## config.mk

```make
export PLATFORM = sky130hd
export DESIGN_NAME = lsr_top
export DESIGN_NICKNAME = d
export VERILOG_FILES = /design/src/logic/lsr_pkg.sv /design/src/logic/lsr_if.sv /design/src/logic/lsr_i2c_slave.sv /design/src/logic/lsr_sync.sv /design/src/logic/lsr_top.sv
export SDC_FILE = /design/constraint.sdc
export NUM_CORES = 1
export LEC_CHECK = 0
export BUFFER_PORTS_ARGS = -buffer_cell sky130_fd_sc_hd__buf_2
export CAP_MARGIN = 0
export CORE_ASPECT_RATIO = 1.25
export CORE_MARGIN = 8
export CORE_UTILIZATION = 45
export CTS_CLUSTER_SIZE = 14
export DETAILED_ROUTE_END_ITERATION = 10
export PLACE_DENSITY_LB_ADDON = 0.15
export RECOVER_POWER = 100
export SLEW_MARGIN = 25
export SYNTH_ARGS = -nofsm -noshare
export SYNTH_HDL_FRONTEND = slang
export SYNTH_SLANG_ARGS = --single-unit
export TNS_END_PERCENT = 100
```

## constraint.sdc

```tcl
create_clock -name clk -period 12.7 [get_ports clk]
set_input_delay 0.635 -clock clk [delete_from_list [all_inputs] [get_ports clk]]
set_output_delay 0.635 -clock clk [all_outputs]
set_load 0.02 [all_outputs]
```

## src/logic/lsr_pkg.sv

```systemverilog
// Constants, register map and types of the light sensor readout block
package lsr_pkg;

  // Clock and integration timing
  localparam int CLK_PERIOD_NS  = 5;
  localparam int INTEG_STEP_NS  = 2702700;
  localparam int INTEG_STEP_CYC = INTEG_STEP_NS / CLK_PERIOD_NS;
  localparam logic [8:0] STEP_TOTAL = 9'h100;

  // Register addresses
  localparam logic [4:0] ADDR_CONTROL   = 5'h00;
  localparam logic [4:0] ADDR_TIMING    = 5'h01;
  localparam logic [4:0] ADDR_INT_SETUP = 5'h02;
  localparam logic [4:0] ADDR_THR_LO_L  = 5'h03;
  localparam logic [4:0] ADDR_THR_LO_H  = 5'h04;
  localparam logic [4:0] ADDR_THR_HI_L  = 5'h05;
  localparam logic [4:0] ADDR_THR_HI_H  = 5'h06;
  localparam logic [4:0] ADDR_CH0_LO    = 5'h14;
  localparam logic [4:0] ADDR_CH0_HI    = 5'h15;
  localparam logic [4:0] ADDR_CH1_LO    = 5'h16;
  localparam logic [4:0] ADDR_CH1_HI    = 5'h17;

  // Command byte fields
  localparam int CMD_BIT      = 7;
  localparam int TYPE_MSB     = 6;
  localparam int TYPE_LSB     = 5;
  localparam int ADDR_MSB     = 4;
  localparam logic [1:0] CMD_SPECIAL  = 2'h3;
  localparam logic [4:0] SF_INT_CLEAR = 5'h00;

  // Control and interrupt setup fields
  localparam int CTRL_POWER_BIT  = 0;
  localparam int CTRL_ADC_EN_BIT = 1;
  localparam int PERSIST_MSB     = 3;
  localparam int PERSIST_LSB     = 0;
  localparam int MODE_MSB        = 5;
  localparam int MODE_LSB        = 4;
  localparam logic [3:0] PERSIST_EVERY = 4'h0;
  localparam logic [1:0] MODE_OFF      = 2'h0;
  localparam logic [3:0] RUN_MAX       = 4'hf;

  // Reset values
  localparam logic [7:0]  CONTROL_RESET   = 8'h00;
  localparam logic [7:0]  TIMING_RESET    = 8'h00;
  localparam logic [7:0]  INT_SETUP_RESET = 8'h00;
  localparam logic [15:0] THR_RESET       = 16'h0000;
  localparam logic [15:0] DATA_RESET      = 16'h0000;

  // Serial bus slave address (arbitrary value)
  localparam logic [6:0] DEV_ADDR_DEFAULT = 7'h2a;

  typedef enum {
    SL_IDLE, SL_ADDR, SL_ACK_A, SL_WRITE, SL_ACK_W, SL_READ, SL_ACK_R
  } lsr_slave_state_t;

endpackage

```

## src/logic/lsr_if.sv

```systemverilog
// Byte transfer link between serial slave and register core
`timescale 1ns/100ps
interface lsr_if;
  logic       wrStrobe;
  logic       firstByte;
  logic [7:0] wrData;
  logic       rdStrobe;
  logic [7:0] rdData;

  modport slave (output wrStrobe, firstByte, wrData, rdStrobe,
                 input  rdData);
  modport core  (input  wrStrobe, firstByte, wrData, rdStrobe,
                 output rdData);
endinterface

```

## src/logic/lsr_i2c_slave.sv

```systemverilog
// Two-wire serial bus slave moving bytes to and from the register core
`timescale 1ns/100ps
module lsr_i2c_slave
  import lsr_pkg::*;
#(
  parameter logic [6:0] DEV_ADDR = DEV_ADDR_DEFAULT
) (
  input  wire logic clk,
  input  wire logic rstN,
  input  wire logic scl,
  input  wire logic sda,
  output logic      sdaOeN,
  lsr_if.slave      bus
);
  lsr_slave_state_t st, next_st;
  logic [3:0] cnt, next_cnt;
  logic [7:0] shift, next_shift;
  logic       rnw, next_rnw;
  logic       mAck, next_mAck;
  logic       first, next_first;
  logic       next_sdaOeN;
  logic       sclD;
  logic       sdaD;
  logic       sclRise, sclFall, startC, stopC;

  // Bus conditions from synchronised levels
  assign sclRise = scl & ~sclD;
  assign sclFall = ~scl & sclD;
  assign startC  = scl & sclD & sdaD & ~sda;
  assign stopC   = scl & sclD & ~sdaD & sda;
  assign bus.wrData    = shift;
  assign bus.firstByte = first;

  // Protocol sequencing
  always_comb begin
    next_st = st; next_cnt = cnt; next_shift = shift; next_rnw = rnw;
    next_mAck = mAck; next_first = first; next_sdaOeN = sdaOeN;
    bus.wrStrobe = 1'b0;
    bus.rdStrobe = 1'b0;
    if (startC) begin
      next_st = SL_ADDR; next_cnt = 4'h0; next_first = 1'b1;
      next_sdaOeN = 1'b1;
    end else if (stopC) begin
      next_st = SL_IDLE; next_sdaOeN = 1'b1;
    end else begin
      case (st)
        SL_ADDR, SL_WRITE: begin
          if (sclRise && cnt != 4'h8) begin
            next_shift = {shift[6:0], sda};
            next_cnt   = cnt + 4'h1;
          end else if (sclFall && cnt == 4'h8) begin
            if (st == SL_WRITE) begin
              bus.wrStrobe = 1'b1;
              next_sdaOeN  = 1'b0;
              next_st      = SL_ACK_W;
            end else if (shift[7:1] == DEV_ADDR) begin
              next_rnw    = shift[0];
              next_sdaOeN = 1'b0;
              next_st     = SL_ACK_A;
            end else begin
              next_st = SL_IDLE;
            end
          end
        end
        SL_ACK_A, SL_ACK_W: begin
          if (sclFall) begin
            next_cnt = 4'h0;
            if (st == SL_ACK_A && rnw) begin
              bus.rdStrobe = 1'b1;
              next_shift   = bus.rdData;
              next_sdaOeN  = bus.rdData[7];
              next_cnt     = 4'h1;
              next_st      = SL_READ;
            end else begin
              if (st == SL_ACK_W) next_first = 1'b0;
              next_sdaOeN = 1'b1;
              next_st     = SL_WRITE;
            end
          end
        end
        SL_READ: begin
          if (sclFall) begin
            if (cnt == 4'h8) begin
              next_sdaOeN = 1'b1;
              next_st     = SL_ACK_R;
            end else begin
              next_shift  = {shift[6:0], 1'b0};
              next_sdaOeN = shift[6];
              next_cnt    = cnt + 4'h1;
            end
          end
        end
        SL_ACK_R: begin
          if (sclRise) next_mAck = ~sda;
          if (sclFall) begin
            if (mAck) begin
              bus.rdStrobe = 1'b1;
              next_shift   = bus.rdData;
              next_sdaOeN  = bus.rdData[7];
              next_cnt     = 4'h1;
              next_st      = SL_READ;
            end else begin
              next_st = SL_IDLE;
            end
          end
        end
        default: next_st = SL_IDLE;
      endcase
    end
  end

  // Slave state registers
  always_ff @(posedge clk or negedge rstN) begin
    if (!rstN) begin
      st <= SL_IDLE; cnt <= 4'h0; shift <= 8'h00; rnw <= 1'b0;
      mAck <= 1'b0; first <= 1'b0; sdaOeN <= 1'b1;
      sclD <= 1'b1; sdaD <= 1'b1;
    end else begin
      st <= next_st; cnt <= next_cnt; shift <= next_shift;
      rnw <= next_rnw; mAck <= next_mAck; first <= next_first;
      sdaOeN <= next_sdaOeN; sclD <= scl; sdaD <= sda;
    end
  end
endmodule

```

## src/logic/lsr_sync.sv

```systemverilog
// Three-stage pin synchroniser with agreement filter
`timescale 1ns/100ps
module lsr_sync #(
  parameter logic INIT = 1'b1
) (
  input  wire logic clk,
  input  wire logic rstN,
  input  wire logic din,
  output logic      dout
);
  logic s1;
  logic s2;
  logic s3;
  logic next_dout;

  // Accept a new level once the last two stages agree
  always_comb begin
    next_dout = (s2 == s3) ? s3 : dout;
  end

  // Synchroniser chain
  always_ff @(posedge clk or negedge rstN) begin
    if (!rstN) begin
      s1   <= INIT;
      s2   <= INIT;
      s3   <= INIT;
      dout <= INIT;
    end else begin
      s1   <= din;
      s2   <= s1;
      s3   <= s2;
      dout <= next_dout;
    end
  end
endmodule

```

## src/logic/lsr_top.sv

```systemverilog
// Light sensor readout: registers, integration timing and interrupt
//
// Overview of operation
// - Device starts powered down with no conversion until host powers it.
// - Host sets timing first, then converter enable starts both channels.
// - Command 0x80 selects control, 0x81 selects timing register.
// - Integration setting 0xb6 gives an integration cycle near 200 ms.
// - Control value 0x03 keeps power and enables converters.
// - Command 0xb4 then word read returns 0x14 then 0x15.
// - Command 0xb6 then word read returns 0x16 then 0x17.
// - Interrupt mode field 00h at address 02h disables interrupts.
// - Low and high 16-bit thresholds define the in-window range.
// - Only the broadband channel result is compared with thresholds.
// - Persistence 1 asserts on the first out-of-window conversion.
// - Persistence N asserts after N consecutive out-of-window results.
// - Interrupt pin held low until special-function clear command.
// - Persistence 0000b asserts after every conversion, thresholds ignored.
// - First written byte with top bit set is a command; its address is stored unless it is special-function.
// - Low byte read captures the high byte into a holding register.
`timescale 1ns/100ps
module lsr_top
  import lsr_pkg::*;
#(
  parameter int unsigned STEP_CYCLES = INTEG_STEP_CYC,
  parameter logic [6:0]  DEV_ADDR    = DEV_ADDR_DEFAULT
) (
  input  wire logic        clk,
  input  wire logic        nrst,
  input  wire logic        scl,
  input  wire logic        sdaIn,
  output logic             sdaOut,
  output logic             sdaOeN,
  output logic             intOut,
  output logic             intOeN,
  output logic             integrating,
  input  wire logic [15:0] broadbandSample,
  input  wire logic [15:0] infraredSample
);

  ////////////////////////////////////////////////////////////////////////
  // Reset release and pin synchronisers

  logic rstMeta;
  logic rstN;
  logic sclSync;
  logic sdaSync;

  // Two-stage release of the asynchronous reset
  always_ff @(posedge clk or negedge nrst) begin
    if (!nrst) begin
      rstMeta <= 1'b0;
      rstN    <= 1'b0;
    end else begin
      rstMeta <= 1'b1;
      rstN    <= rstMeta;
    end
  end

  lsr_sync #(.INIT(1'b1)) u_sclSync (
    .clk  (clk),
    .rstN (rstN),
    .din  (scl),
    .dout (sclSync)
  );

  lsr_sync #(.INIT(1'b1)) u_sdaSync (
    .clk  (clk),
    .rstN (rstN),
    .din  (sdaIn),
    .dout (sdaSync)
  );

  lsr_if bus ();

  lsr_i2c_slave #(.DEV_ADDR(DEV_ADDR)) u_slave (
    .clk    (clk),
    .rstN   (rstN),
    .scl    (sclSync),
    .sda    (sdaSync),
    .sdaOeN (sdaOeN),
    .bus    (bus)
  );

  // Open-drain pins only ever pull low
  assign sdaOut = 1'b0;
  assign intOut = 1'b0;

  ////////////////////////////////////////////////////////////////////////
  // Register file and command pointer

  logic [7:0]  control, next_control;
  logic [7:0]  timing, next_timing;
  logic [7:0]  intSetup, next_intSetup;
  logic [15:0] thrLow, next_thrLow;
  logic [15:0] thrHigh, next_thrHigh;
  logic [4:0]  ptr, next_ptr;
  logic [7:0]  shadow0, next_shadow0;
  logic [7:0]  shadow1, next_shadow1;
  logic        clearReq;
  logic [15:0] ch0Data;
  logic [15:0] ch1Data;
  logic [7:0]  rdMux;
  logic [3:0]  persist;
  logic [1:0]  intMode;
  logic        active;

  assign persist = intSetup[PERSIST_MSB:PERSIST_LSB];
  assign intMode = intSetup[MODE_MSB:MODE_LSB];
  assign active  = control[CTRL_POWER_BIT] & control[CTRL_ADC_EN_BIT];
  assign bus.rdData = rdMux;

  // Read data selected by the stored pointer
  always_comb begin
    case (ptr)
      ADDR_CONTROL:   rdMux = control;
      ADDR_TIMING:    rdMux = timing;
      ADDR_INT_SETUP: rdMux = intSetup;
      ADDR_THR_LO_L:  rdMux = thrLow[7:0];
      ADDR_THR_LO_H:  rdMux = thrLow[15:8];
      ADDR_THR_HI_L:  rdMux = thrHigh[7:0];
      ADDR_THR_HI_H:  rdMux = thrHigh[15:8];
      ADDR_CH0_LO:    rdMux = ch0Data[7:0];
      ADDR_CH0_HI:    rdMux = shadow0;
      ADDR_CH1_LO:    rdMux = ch1Data[7:0];
      ADDR_CH1_HI:    rdMux = shadow1;
      default:        rdMux = 8'h00;
    endcase
  end

  // Command decode, register writes and read side effects
  always_comb begin
    next_control = control; next_timing = timing;
    next_intSetup = intSetup; next_thrLow = thrLow;
    next_thrHigh = thrHigh; next_ptr = ptr;
    next_shadow0 = shadow0; next_shadow1 = shadow1;
    clearReq = 1'b0;
    if (bus.wrStrobe) begin
      if (bus.firstByte && bus.wrData[CMD_BIT]) begin
        if (bus.wrData[TYPE_MSB:TYPE_LSB] == CMD_SPECIAL) begin
          if (bus.wrData[ADDR_MSB:0] == SF_INT_CLEAR) clearReq = 1'b1;
        end else begin
          next_ptr = bus.wrData[ADDR_MSB:0];
        end
      end else begin
        case (ptr)
          ADDR_CONTROL:   next_control  = bus.wrData;
          ADDR_TIMING:    next_timing   = bus.wrData;
          ADDR_INT_SETUP: next_intSetup = bus.wrData;
          ADDR_THR_LO_L:  next_thrLow[7:0]   = bus.wrData;
          ADDR_THR_LO_H:  next_thrLow[15:8]  = bus.wrData;
          ADDR_THR_HI_L:  next_thrHigh[7:0]  = bus.wrData;
          ADDR_THR_HI_H:  next_thrHigh[15:8] = bus.wrData;
          default: ;
        endcase
        next_ptr = ptr + 5'h01;
      end
    end else if (bus.rdStrobe) begin
      if (ptr == ADDR_CH0_LO) next_shadow0 = ch0Data[15:8];
      if (ptr == ADDR_CH1_LO) next_shadow1 = ch1Data[15:8];
      next_ptr = ptr + 5'h01;
    end
  end

  // Register file storage
  always_ff @(posedge clk or negedge rstN) begin
    if (!rstN) begin
      control  <= CONTROL_RESET;
      timing   <= TIMING_RESET;
      intSetup <= INT_SETUP_RESET;
      thrLow   <= THR_RESET;
      thrHigh  <= THR_RESET;
      ptr      <= ADDR_CONTROL;
      shadow0  <= 8'h00;
      shadow1  <= 8'h00;
    end else begin
      control  <= next_control;
      timing   <= next_timing;
      intSetup <= next_intSetup;
      thrLow   <= next_thrLow;
      thrHigh  <= next_thrHigh;
      ptr      <= next_ptr;
      shadow0  <= next_shadow0;
      shadow1  <= next_shadow1;
    end
  end

  ////////////////////////////////////////////////////////////////////////
  // Integration timing and result capture

  logic [19:0] tick, next_tick;
  logic [8:0]  stepsLeft, next_stepsLeft;
  logic [8:0]  stepReload;
  logic [15:0] next_ch0Data;
  logic [15:0] next_ch1Data;
  logic        convDone;
  logic        next_integrating;

  assign stepReload = STEP_TOTAL - {1'b0, timing};
  assign convDone = active && tick == 20'(STEP_CYCLES - 1)
                    && stepsLeft == 9'h001;

  // Step counting; both channels captured together at the end
  always_comb begin
    next_tick = tick; next_stepsLeft = stepsLeft;
    next_ch0Data = ch0Data; next_ch1Data = ch1Data;
    next_integrating = active;
    if (!active) begin
      next_tick      = 20'h00000;
      next_stepsLeft = stepReload;
    end else if (tick == 20'(STEP_CYCLES - 1)) begin
      next_tick = 20'h00000;
      if (stepsLeft == 9'h001) begin
        next_stepsLeft = stepReload;
        next_ch0Data   = broadbandSample;
        next_ch1Data   = infraredSample;
      end else begin
        next_stepsLeft = stepsLeft - 9'h001;
      end
    end else begin
      next_tick = tick + 20'h00001;
    end
  end

  // Conversion state storage
  always_ff @(posedge clk or negedge rstN) begin
    if (!rstN) begin
      tick        <= 20'h00000;
      stepsLeft   <= STEP_TOTAL;
      ch0Data     <= DATA_RESET;
      ch1Data     <= DATA_RESET;
      integrating <= 1'b0;
    end else begin
      tick        <= next_tick;
      stepsLeft   <= next_stepsLeft;
      ch0Data     <= next_ch0Data;
      ch1Data     <= next_ch1Data;
      integrating <= next_integrating;
    end
  end

  ////////////////////////////////////////////////////////////////////////
  // Threshold, persistence and interrupt pin

  logic [3:0] runCount, next_runCount;
  logic       intFlag, next_intFlag;
  logic       next_intOeN;
  logic       outside;

  // Window test on the broadband result only
  assign outside = (broadbandSample > thrHigh)
                   || (broadbandSample < thrLow);

  // Sticky flag; a new event wins over a clear in the same cycle
  always_comb begin
    next_runCount = runCount;
    next_intFlag  = intFlag;
    if (clearReq) next_intFlag = 1'b0;
    if (convDone) begin
      if (outside) begin
        next_runCount = (runCount == RUN_MAX) ? RUN_MAX
                        : runCount + 4'h1;
      end else begin
        next_runCount = 4'h0;
      end
      if (intMode != MODE_OFF) begin
        if (persist == PERSIST_EVERY) begin
          next_intFlag = 1'b1;
        end else if (outside
                     && ({1'b0, runCount} + 5'h01) >= {1'b0, persist}) begin
          next_intFlag = 1'b1;
        end
      end
    end
    next_intOeN = ~next_intFlag;
  end

  // Interrupt state storage
  always_ff @(posedge clk or negedge rstN) begin
    if (!rstN) begin
      runCount <= 4'h0;
      intFlag  <= 1'b0;
      intOeN   <= 1'b1;
    end else begin
      runCount <= next_runCount;
      intFlag  <= next_intFlag;
      intOeN   <= next_intOeN;
    end
  end

  ////////////////////////////////////////////////////////////////////////
  // Checks

  property p_no_conv_idle;
    @(posedge clk) disable iff (!rstN)
    !active |=> !convDone;
  endproperty
  a_no_conv_idle: assert property (p_no_conv_idle)
    else $error("conversion finished while not enabled");

  property p_step_reload;
    @(posedge clk) disable iff (!rstN)
    convDone |=> stepsLeft == STEP_TOTAL - {1'b0, $past(timing)};
  endproperty
  a_step_reload: assert property (p_step_reload)
    else $error("integration step count not reloaded from setting");

  property p_cmd_store;
    @(posedge clk) disable iff (!rstN)
    bus.wrStrobe && bus.firstByte && bus.wrData[CMD_BIT]
    && bus.wrData[TYPE_MSB:TYPE_LSB] != CMD_SPECIAL
    |=> ptr == $past(bus.wrData[ADDR_MSB:0]);
  endproperty
  a_cmd_store: assert property (p_cmd_store)
    else $error("command address not stored");

  property p_shadow_hold;
    @(posedge clk) disable iff (!rstN)
    bus.rdStrobe && ptr == ADDR_CH0_LO
    |=> shadow0 == $past(ch0Data[15:8]) && ptr == ADDR_CH0_HI;
  endproperty
  a_shadow_hold: assert property (p_shadow_hold)
    else $error("high byte not captured on low byte read");

  property p_mode_off;
    @(posedge clk) disable iff (!rstN)
    intMode == MODE_OFF && !intFlag |=> !intFlag;
  endproperty
  a_mode_off: assert property (p_mode_off)
    else $error("interrupt raised while disabled");

  property p_every_conv;
    @(posedge clk) disable iff (!rstN)
    convDone && intMode != MODE_OFF && persist == PERSIST_EVERY
    |=> intFlag && !intOeN;
  endproperty
  a_every_conv: assert property (p_every_conv)
    else $error("no interrupt after conversion in every-cycle mode");

  property p_first_out;
    @(posedge clk) disable iff (!rstN)
    convDone && intMode != MODE_OFF && persist == 4'h1 && outside
    |=> intFlag;
  endproperty
  a_first_out: assert property (p_first_out)
    else $error("no interrupt on first out-of-window result");

  property p_run_restart;
    @(posedge clk) disable iff (!rstN)
    convDone && !outside |=> runCount == 4'h0;
  endproperty
  a_run_restart: assert property (p_run_restart)
    else $error("run count kept after in-window result");

  property p_too_short;
    @(posedge clk) disable iff (!rstN)
    convDone && !intFlag && persist != PERSIST_EVERY
    && ({1'b0, runCount} + 5'h01) < {1'b0, persist} && !clearReq
    |=> !intFlag;
  endproperty
  a_too_short: assert property (p_too_short)
    else $error("interrupt before persistence count reached");

  property p_int_hold;
    @(posedge clk) disable iff (!rstN)
    intFlag && !clearReq |=> intFlag && !intOeN;
  endproperty
  a_int_hold: assert property (p_int_hold)
    else $error("interrupt dropped without clear command");

endmodule
```

---- After elaboration in Yosys (flattened, before gate mapping) ----
Cells that the tools add are included.
storage, ports and cells
  flip-flop bits (word level) ............. 205
  input bits .............................. 36
  output and inout bits ................... 5
  logic and storage cells ................. 242
cells by class
  add/sub/neg operators ................... 7
  $lt $le $gt $ge ......................... 3
  eq/ne operators ......................... 53
  multiplexer cells ....................... 84
  bitwise gates (word level) .............. 19
  reductions and logical operators ........ 39
operators by type and width
  operator                                                                 count
  32-bit two-way mux                                                       9
  32-bit by 3-bit == test with 1-bit output, second input constant         5
  32-bit case mux with 4 select lines                                      1
  8-bit case mux with 11 select lines                                      1
  32-bit by 2-bit == test with 1-bit output, second input constant         2
  8-bit two-way mux                                                        7
  1-bit two-way mux                                                        40
  20-bit two-way mux                                                       2
  4-bit two-way mux                                                        10
  32-bit by 1-bit == test with 1-bit output, second input constant         1
  32-bit by 4-bit == test with 1-bit output, second input constant         1
  8-bit case mux with 4 select lines                                       1
  3-bit AND reduction                                                      10
  9-bit two-way mux                                                        3
  4-bit by 1-bit inequality test with 1-bit output, second input constant  6
  20-bit by 1-bit adder with 20-bit output, second input constant          1
  20-bit == test, second input constant                                    1
  5-bit == test, second input constant                                     4
  5-bit two-way mux                                                        4
  2-bit by 1-bit inequality test with 1-bit output, second input constant  9
  16-bit greater-than comparator                                           1
  16-bit < comparator                                                      1
  4-bit case mux with 4 select lines                                       1
  8-bit AND reduction                                                      2
  42 further kinds                                                         82

---- Longest topological paths before layout ----
Gate-level depths: netlist of the first run.
  depth in word-level cells ............... 15
  mapped depth ............................ 10
  mapped depth without buffers ............ 8

---- Cells and area by module ----
A second synthesis of the first run with hierarchy kept.
second synthesis, totals
  cell total of the unflattened synthesis .. 932
  area, all modules ....................... 9467.8 µm²
modules (own cells, without submodules)
  module         instances  cells each  area each (µm²)  sequential area each (µm²)
  lsr_top        1          772         7825.0           3681.0
  lsr_i2c_slave  1          150         1410.1           529.3
  lsr_sync       2          5           116.4            105.1

---- Worst setup path after synthesis of the first run ----
No wires, ideal clock.
  path kind ............................... reg-to-reg
  start ................................... register u_slave.cnt[0]
  end ..................................... register ptr[3]
  setup time .............................. 0.137 ns
  arrival time ............................ 2.158 ns
  required time ........................... 12.563 ns
  path slack .............................. 10.405 ns
  cell stages (with the launch flop) ...... 11
  path buffers ............................ 2
  clock period less this slack ............ 2.295 ns
  cell sequence ........................... dfrtp_1 > inv_1 > ha_1 > nand3b_1 > or4_4 > or2_1 > clkbuf_1 > o22a_1 > clkbuf_1 > a21oi_1 > a21oi_1
between the ends
  longest elaborated chain between the ends .. 9
  elaborated cells on any way between the ends .. 13
  those cells by class .................... eq/ne: 3; mux: 6; reduce/logical: 4
RTL lines
  element                                                                       line                  RTL
  start, declared                                                               lsr_i2c_slave.sv:16   logic [3:0] cnt, next_cnt;
  start signal, assigned                                                        lsr_i2c_slave.sv:119  st <= next_st; cnt <= next_cnt; shift <= next_shift;
  4-bit == test                                                                 lsr_i2c_slave.sv:51   end else if (sclFall && cnt == 4'h8) begin
  1-bit logical AND                                                             lsr_i2c_slave.sv:51
  1-bit two-way mux                                                             lsr_i2c_slave.sv:51
  1-bit two-way mux (*)                                                         lsr_i2c_slave.sv:48   if (sclRise && cnt != 4'h8) begin
  1-bit two-way mux (*)                                                         lsr_i2c_slave.sv:46   case (st)
  1-bit two-way mux (*)                                                         lsr_i2c_slave.sv:43   end else if (stopC) begin
  1-bit two-way mux (*)                                                         lsr_i2c_slave.sv:40   if (startC) begin
  3-bit inequality test (no source line) or 2-bit nonzero test (tied branches)  -
  2-bit AND reduction (no source line)                                          -
  end signal, assigned                                                          lsr_top.sv:181        ptr <= next_ptr;
  end, declared                                                                 lsr_top.sv:96         logic [4:0] ptr, next_ptr;
Mark *: on every way between the ends. The rest lies on a longest branch, timed or not.
A chain may end at the register's enable or synchronous reset.

==> results of run 1 <==
==> logic make-up after synthesis <==
group | share of synthesized area [%]
xor gates and xnor gates | 2.61
and+or+nand+nor | 18.2
adders and majority gates | 6.34
DFF | 47.0
buffers and inverters | 3.87
other | 0.0799
AOI/OAI and AO/OA | 11.1
muxes | 10.8
==> power breakdown <==
| part | switching [mW] | internal [mW] | leakage, nW | total, mW |
|---|---|---|---|---|
| Sequential | 0.0460 | 0.575 | 2.27 | 0.621 |
| Combinational | 0.0355 | 0.0282 | 2.17 | 0.0637 |
| Clock | 0.270 | 0.269 | 0.298 | 0.539 |
==> synth_stat cells, types with 4 or more instances <==
cell	n
a211oi_1	6
a21o_1	5
a21oi_1	34
a221oi_1	5
a222oi_1	8
a22o_1	8
a22oi_1	11
a31oi_1	5
and3_1	13
and4b_1	5
buf_1	4
clkbuf_1	32
dfrtp_1	163
dfstp_2	13
ha_1	46
inv_1	53
mux2_2	81
mux2i_1	10
nand2_1	154
nand2b_1	7
nand3_1	29
nand4_1	9
nand4b_1	4
nor2_1	61
nor2b_1	8
nor3_1	13
nor4_1	4
nor4b_1	5
o211ai_1	4
o21ai_0	38
o21bai_1	4
o31ai_1	8
or3_1	9
or4_1	4
xnor2_1	16
xor2_1	12
==> flip-flops by register name (all words and copies together), names as in the netlist, 3 cells and up <==
register / cells
ch1Data: 16
ptr: 5
thrLow: 16
shadow0: 8
intSetup: 8
tick: 20
shadow1: 8
stepsLeft: 9
runCount: 4
thrHigh: 16
u_slave.cnt: 4
u_slave.st: 3
u_slave.bus.wrData: 8
control: 8
ch0Data: 16
timing: 8
==> layer usage <==
layer / routed length, microns / GRT usage (%)
met2: 12400 / 34.5
met5: 0 / 0
met3: 897 / 3.80
met4: 1030 / 9.56
met1: 10800 / 23.4
==> worst max-delay path by stage <==
| stage | endpoint | slack [ns] |
|---|---|---|
| floorplan | ch0Data[0]$_DFFE_PN0P_ | 7.46 |
| global placement | thrHigh[0]$_DFFE_PN0P_ | 9.79 |
| detailed placement | intFlag$_DFF_PN0_ | 9.89 |
| CTS | intFlag$_DFF_PN0_ | 9.88 |
| global route | u_slave.st[0]$_DFFE_PN0P_ | 5.69 |
| finish | u_slave.st[0]$_DFFE_PN0P_ | 6.87 |
==> cell type report <==
type	count	area [sq um]
Clock buffer	17	425
Clock inverter	15	184
Timing Repair Buffer	45	225
Sequential cell	176	4420
Fill cell	1932	10300
Multi-Input combinational cell	674	4620
Inverter	53	199
Tap cell	274	343
==> what timing repair did <==
| item | CTS | global route |
|---|---|---|
| resized for setup | 0 | 0 |
| setup endpoints to repair | 0 | 0 |
| endpoints found under the hold margin | 2 | 0 |
| hold buffers | 1 | 0 |
==> through the flow <==
| step | cell area [sq um] | cells | utilization (%) | setup WS, ns | power (mW) |
|---|---|---|---|---|---|
| finish | 10400 | 1254 | 50.4 | 6.87 | 1.22 |
| global route | 10400 | 1254 | 50.4 | 5.69 | 1.26 |
| CTS | 10500 | 1254 | 50.6 | 9.88 | 1.24 |
| detailed placement | 9830 | 1221 | 47.6 | 9.89 | 0.697 |
| global placement | 9830 | 1221 | 47.5 | 9.79 | 0.696 |
| floorplan | 9400 | 944 | - | 7.46 | 0.656 |
==> impl_metrics.env, run 1 <==
export IMPL_syn_inst=943
export IMPL_place_hpwl_mm=18.1
export IMPL_grt_max_degree=74
export IMPL_crit_buf_inv=1
export IMPL_path_delay_family="buffers and inverters"
export IMPL_place_congestion=0.908
export IMPL_power_density_nw_per_um2=117
export IMPL_grt_pass1_wl_mm=40.0
export IMPL_htreeDepth=4
export IMPL_fmaxAchievable_ghz=0.172
export IMPL_worstPathCellList="clkbuf_1"
export IMPL_worst_setup_path_start_kind="flip-flop"
export IMPL_synth_async_sr_flop_share_pct=100
export IMPL_grt_setup_unrepaired="no"
export IMPL_ys_types=66
export IMPL_netlist_area_sq_um=9400
export IMPL_worst_ep_required_time_ns=12.33
export IMPL_yosysTopAreaCell="dfrtp_1"
export IMPL_fin_crit_ns=5.83
export IMPL_maxCapViolations=5
export IMPL_p_leak_nw=4.75
export IMPL_yosys_warnings=0
export IMPL_dieArea_sq_um=25800
export IMPL_grt_pass1_vias=7114
export IMPL_violations="capacitance limit, slew limit"
export IMPL_period_share_pct=45.9
export IMPL_cts_sinks=176
export IMPL_path_clk_slew_ns=0.08
export IMPL_worstReg2RegEnd="u_slave.st[0]$_DFFE_PN0P_"
export IMPL_area_delta_synth_final_pct=10.8
export IMPL_skew_ns=0.0157
export IMPL_worst_hold_startpoint="sdaIn"
export IMPL_seq_area_frac_synth_pct=47.0
export IMPL_synth_area_leaders="dfrtp_1 43%, mux2_2 9.7%, nand2_1 6.2%, ha_1 6.1%, dfstp_2 3.6%"
export IMPL_cts_buffer_depth=2
export IMPL_rows=59
export IMPL_root_buffer="clkbuf_16"
export IMPL_clock_latency_ns=0.45
export IMPL_core_area_sq_um=20700
export IMPL_end_kind="asynchronous set/reset pin"
export IMPL_vias=7144
export IMPL_worstMarginPinSlew_ns=3.99
export IMPL_grt_overflow=0
export IMPL_numCtsBuffers=17
export IMPL_cts_tree="done"
export IMPL_synth_edf_count=0
export IMPL_fin_setup_tns_ns=0
export IMPL_min_path_cells=1
export IMPL_hold_violations=0
export IMPL_fp_dieW_microns=145
export IMPL_whs_ns=0.289
export IMPL_synth_flop_cell="dfrtp_1"
export IMPL_grt_usage_pct=19.9
export IMPL_portBuffers=38
export IMPL_reg2reg_depth=1
export IMPL_post_drt_wl_per_cell_microns=20.0
export IMPL_hold_path_class="in -> reg"
export IMPL_diodes=0
export IMPL_cp_arrival_ns=5.46
export IMPL_via_per_inst=5.70
export IMPL_critPathSlowestCell="clkbuf_1"
export IMPL_io_pins=41
export IMPL_first_iter_violations=498
export IMPL_critPathLaunch="rstN$_DFF_PN0_"
export IMPL_start_util_pct=45.5
export IMPL_worst_setup_path_type="reg -> async"
export IMPL_post_cts_setup_buffers=0
export IMPL_ant_nets=0
export IMPL_cp_slowest_stage_delay_ns=2.90
export IMPL_synth_top_area_share_pct=43.4
export IMPL_final_cell_mix="163 x dfrtp_1, 154 x nand2_1, 81 x mux2_2, 61 x nor2_1, 53 x inv_1"
export IMPL_slew_violations=255
export IMPL_final_setup_viol_count=0
export IMPL_drcViolationCount=0
export IMPL_syn_area_per_cell_sq_um=9.97
export IMPL_grt_antenna_before_repair=0
export IMPL_final_common_cell="dfrtp_1"
export IMPL_cp_num_cells=1
export IMPL_path_max_fanout=73
export IMPL_worstHoldEndpoint="u_sdaSync.s1$_DFF_PN1_"
export IMPL_drt_first_pass_iters=5
export IMPL_drive_gt1_share_pct=17.2
export IMPL_synth_seq_cells=176
export IMPL_reg2reg_slack_ns=6.87
export IMPL_totalWireLength_mm=25.1
export IMPL_irDropWorstVdd_v=0.0000955
export IMPL_slew_headroom_pct=-166
export IMPL_r2r_start="rstN$_DFF_PN0_"
export IMPL_final_nets=1049
export IMPL_die_y_microns=178
export IMPL_status="finished with violations"
Power figures use the tool's default switching activity.
==> inputs of run 2 (changes only) <==
Settings changed: ABC_AREA set to 1.
Clock period 12.7 ns to 5.8 ns, I/O delays scaled along.
==> impl_metrics.env, run 2 <==
export IMPL_power_density_nw_per_um2=262
export IMPL_grt_overflow=0
export IMPL_hold_path_class="in -> reg"
export IMPL_cts_sinks=176
export IMPL_post_drt_wl_per_cell_microns=15.7
export IMPL_worst_ep_required_time_ns=6.12
export IMPL_cts_buffer_depth=2
export IMPL_area_delta_synth_final_pct=9.72
export IMPL_slew_violations=18
export IMPL_ys_types=48
export IMPL_worst_setup_path_type="reg -> reg"
export IMPL_setup_slack_ns=2.67
export IMPL_rows=59
export IMPL_core_area_sq_um=20700
export IMPL_htreeDepth=4
export IMPL_path_max_fanout=19
export IMPL_post_route_util_pct=50.1
export IMPL_multi_input_area_sq_um=4110
export IMPL_largest_reg_flops=20
export IMPL_netlist_area_sq_um=9470
export IMPL_worst_setup_path_start_kind="flip-flop"
export IMPL_hold_violations=0
export IMPL_seq_area_frac_synth_pct=46.7
export IMPL_worstPathCellList="nand2_1 -> inv_1 -> nand3_1 -> nor4_1 -> nand3_1 -> nor2_1 -> inv_1 -> nand2_1 -> nand2_1"
export IMPL_fmaxAchievable_ghz=0.319
export IMPL_worstHoldEndpoint="ch1Data[7]$_DFFE_PN0P_"
export IMPL_whs_ns=0.0547
export IMPL_root_buffer="clkbuf_16"
export IMPL_largest_register="tick"
export IMPL_skew_ns=0.0135
export IMPL_grt_pass1_vias=7525
export IMPL_place_congestion=0.897
export IMPL_post_place_ws_ns=3.51
export IMPL_grt_antenna_before_repair=0
export IMPL_diodes=0
export IMPL_drive_gt1_share_pct=7.63
export IMPL_grt_usage_pct=18.6
export IMPL_final_common_cell="nand2_1"
export IMPL_maxCapViolations=1
export IMPL_dieArea_sq_um=26000
export IMPL_vias=7677
export IMPL_synth_commonest_cells="270 x nand2_1, 164 x inv_1, 163 x dfrtp_1"
export IMPL_syn_inst=1165
export IMPL_p_leak_nw=4.97
export IMPL_fin_setup_tns_ns=0
export IMPL_via_per_inst=5.14
export IMPL_synth_seq_cells=176
export IMPL_die_y_microns=178
export IMPL_grt_pass1_wl_mm=38.8
export IMPL_synth_edf_count=0
export IMPL_cts_resized=0
export IMPL_grt_setup_unrepaired="no"
export IMPL_min_path_cells=3
export IMPL_fp_dieW_microns=146
export IMPL_start_util_pct=45.7
export IMPL_cp_common_cell="nand2_1"
export IMPL_slew_headroom_pct=-8.72
export IMPL_io_pins=41
export IMPL_syn_area_per_cell_sq_um=8.13
export IMPL_p_total_mw=2.73
export IMPL_fill_cells=2059
export IMPL_portBuffers=38
export IMPL_critPathSlowestCell="nor2_1"
export IMPL_yosysTopAreaCell="dfrtp_1"
export IMPL_ff_latch_area_sq_um=4420
export IMPL_path_clk_slew_ns=0.08
export IMPL_cp_arrival_ns=3.46
export IMPL_final_nets=1288
export IMPL_first_iter_violations=546
export IMPL_synth_flop_cell="dfrtp_1"
export IMPL_drcViolationCount=0
export IMPL_status="finished with violations"
export IMPL_reg2reg_depth=9
export IMPL_r2r_start="tick[9]$_DFF_PN0_"
export IMPL_final_setup_viol_count=0
export IMPL_synth_top_area_share_pct=43.1
export IMPL_final_cell_mix="277 x nand2_1, 167 x inv_1, 162 x dfrtp_1, 109 x o21ai_0, 98 x nor2_1"
export IMPL_grt_max_degree=175
export IMPL_yosys_warnings=0
export IMPL_worstReg2RegEnd="ch1Data[9]$_DFFE_PN0P_"
export IMPL_cp_slowest_stage_delay_ns=1.01
export IMPL_period_share_pct=54.0
export IMPL_crit_buf_inv=2
export IMPL_violations="capacitance limit, slew limit"
export IMPL_yosys_cell_count_top_type="nand2_1"
export IMPL_path_delay_family="simple AND/OR/NAND/NOR gates"
export IMPL_end_kind="flip-flop"
export IMPL_numCtsBuffers=17
export IMPL_place_hpwl_mm=17.3
export IMPL_fin_crit_ns=3.13
export IMPL_synth_area_leaders="dfrtp_1 43%, nand2_1 11%, inv_1 6.5%, ha_1 6.1%, o21ai_0 4.2%"
export IMPL_cts_tree="done"
export IMPL_drt_first_pass_iters=5
export IMPL_totalWireLength_mm=23.5
export IMPL_synth_async_sr_flop_share_pct=100
export IMPL_clock_latency_ns=0.44
export IMPL_irDropWorstVdd_v=0.000208
export IMPL_worst_hold_startpoint="infraredSample[7]"
export IMPL_worstMarginPinSlew_ns=1.61
export IMPL_ant_nets=0
export IMPL_reg2reg_slack_ns=2.67
==> run 2: cell types whose count changed in the layout (fill, tap and decap cells not counted), sizes merged, moves of 10 or more <==
cell | previous run | this run
xnor2 | 16 | 2
inv | 63 | 179
nand3 | 29 | 52
and3 | 13 | 0
a22oi | 11 | 1
nand2 | 154 | 278
o21ai | 38 | 121
o22ai | 1 | 32
a21oi | 35 | 69
nor3 | 13 | 26
nor2 | 61 | 101
mux2 | 81 | 1
==> run 2: what timing repair did <==
item                       CTS  global route
hold endpoints to repair     4             0
buffers inserted             0             0
setup endpoints to repair    0             0
hold buffers                 3             0
==> run 2: cell type report <==
cell class	instances	share of cell area [%]
inverters	174	6.28
clock buffers	20	4.82
multi-input cells	794	39.5
flip-flops and latches	176	42.6
clock inverters	12	1.23
repair buffers	43	2.30
well taps	274	3.30
==> run 2: worst min-delay path, delay by kind of cell <==
kind | cells | cell delay, ns
AND/OR/NAND/NOR | 2 | 0.09
buffers and inverters | 1 | 0.08
==> run 2: cells by family (layout without fill, tap and decap cells) <==
| group | after synthesis | after routing | share of synthesized area [%] |
|---|---|---|---|
| other | 2 | 3 | 0.0793 |
| muxes | 2 | 2 | 0.225 |
| buffers and inverters | 196 | 249 | 8.41 |
| DFF | 176 | 176 | 46.7 |
| adders and majority gates | 48 | 48 | 6.29 |
| xor gates and xnor gates | 13 | 13 | 1.20 |
| AOI/OAI and AO/OA | 244 | 244 | 14.3 |
| and+or+nand+nor | 484 | 484 | 22.9 |
==> run 2: through the flow <==
stage               area (sq um)  std cells
finish                     10400       1493
global route               10400       1493
CTS                        10600       1493
detailed placement          9900       1458
global placement            9900       1458
floorplan                   9480       1166
==> run 2: per-layer routing <==
layer | vias up | global-route usage, % | wire [microns]
li1 | 3899 | - | -
met1 | 3592 | 24.3 | 10900
met2 | 160 | 31.4 | 11300
met3 | 26 | 2.66 | 885
met4 | 0 | 6.30 | 346
met5 | - | 0 | 0
==> run 2: power breakdown <==
part	switching [mW]	internal, mW
clock network	0.558	0.652
registers	0.0374	1.27
logic	0.150	0.0570
==> run 2: how the worst max path moves through the flow <==
stage	start	endpoint	slack, ns	cells after the start
after floorplan	rstN$_DFF_PN0_	ch0Data[0]$_DFFE_PN0P_	0.56	0
after global placement	u_slave.st[0]$_DFFE_PN0P_	shadow1[7]$_DFFE_PN0P_	3.49	6
after detailed placement	stepsLeft[1]$_DFFE_PN0P_	stepsLeft[5]$_DFFE_PN0P_	3.51	8
after CTS	u_slave.st[0]$_DFFE_PN0P_	shadow1[7]$_DFFE_PN0P_	3.52	6
after global routing	tick[9]$_DFF_PN0_	ch1Data[5]$_DFFE_PN0P_	2.20	9
final	tick[9]$_DFF_PN0_	ch1Data[9]$_DFFE_PN0P_	2.67	9
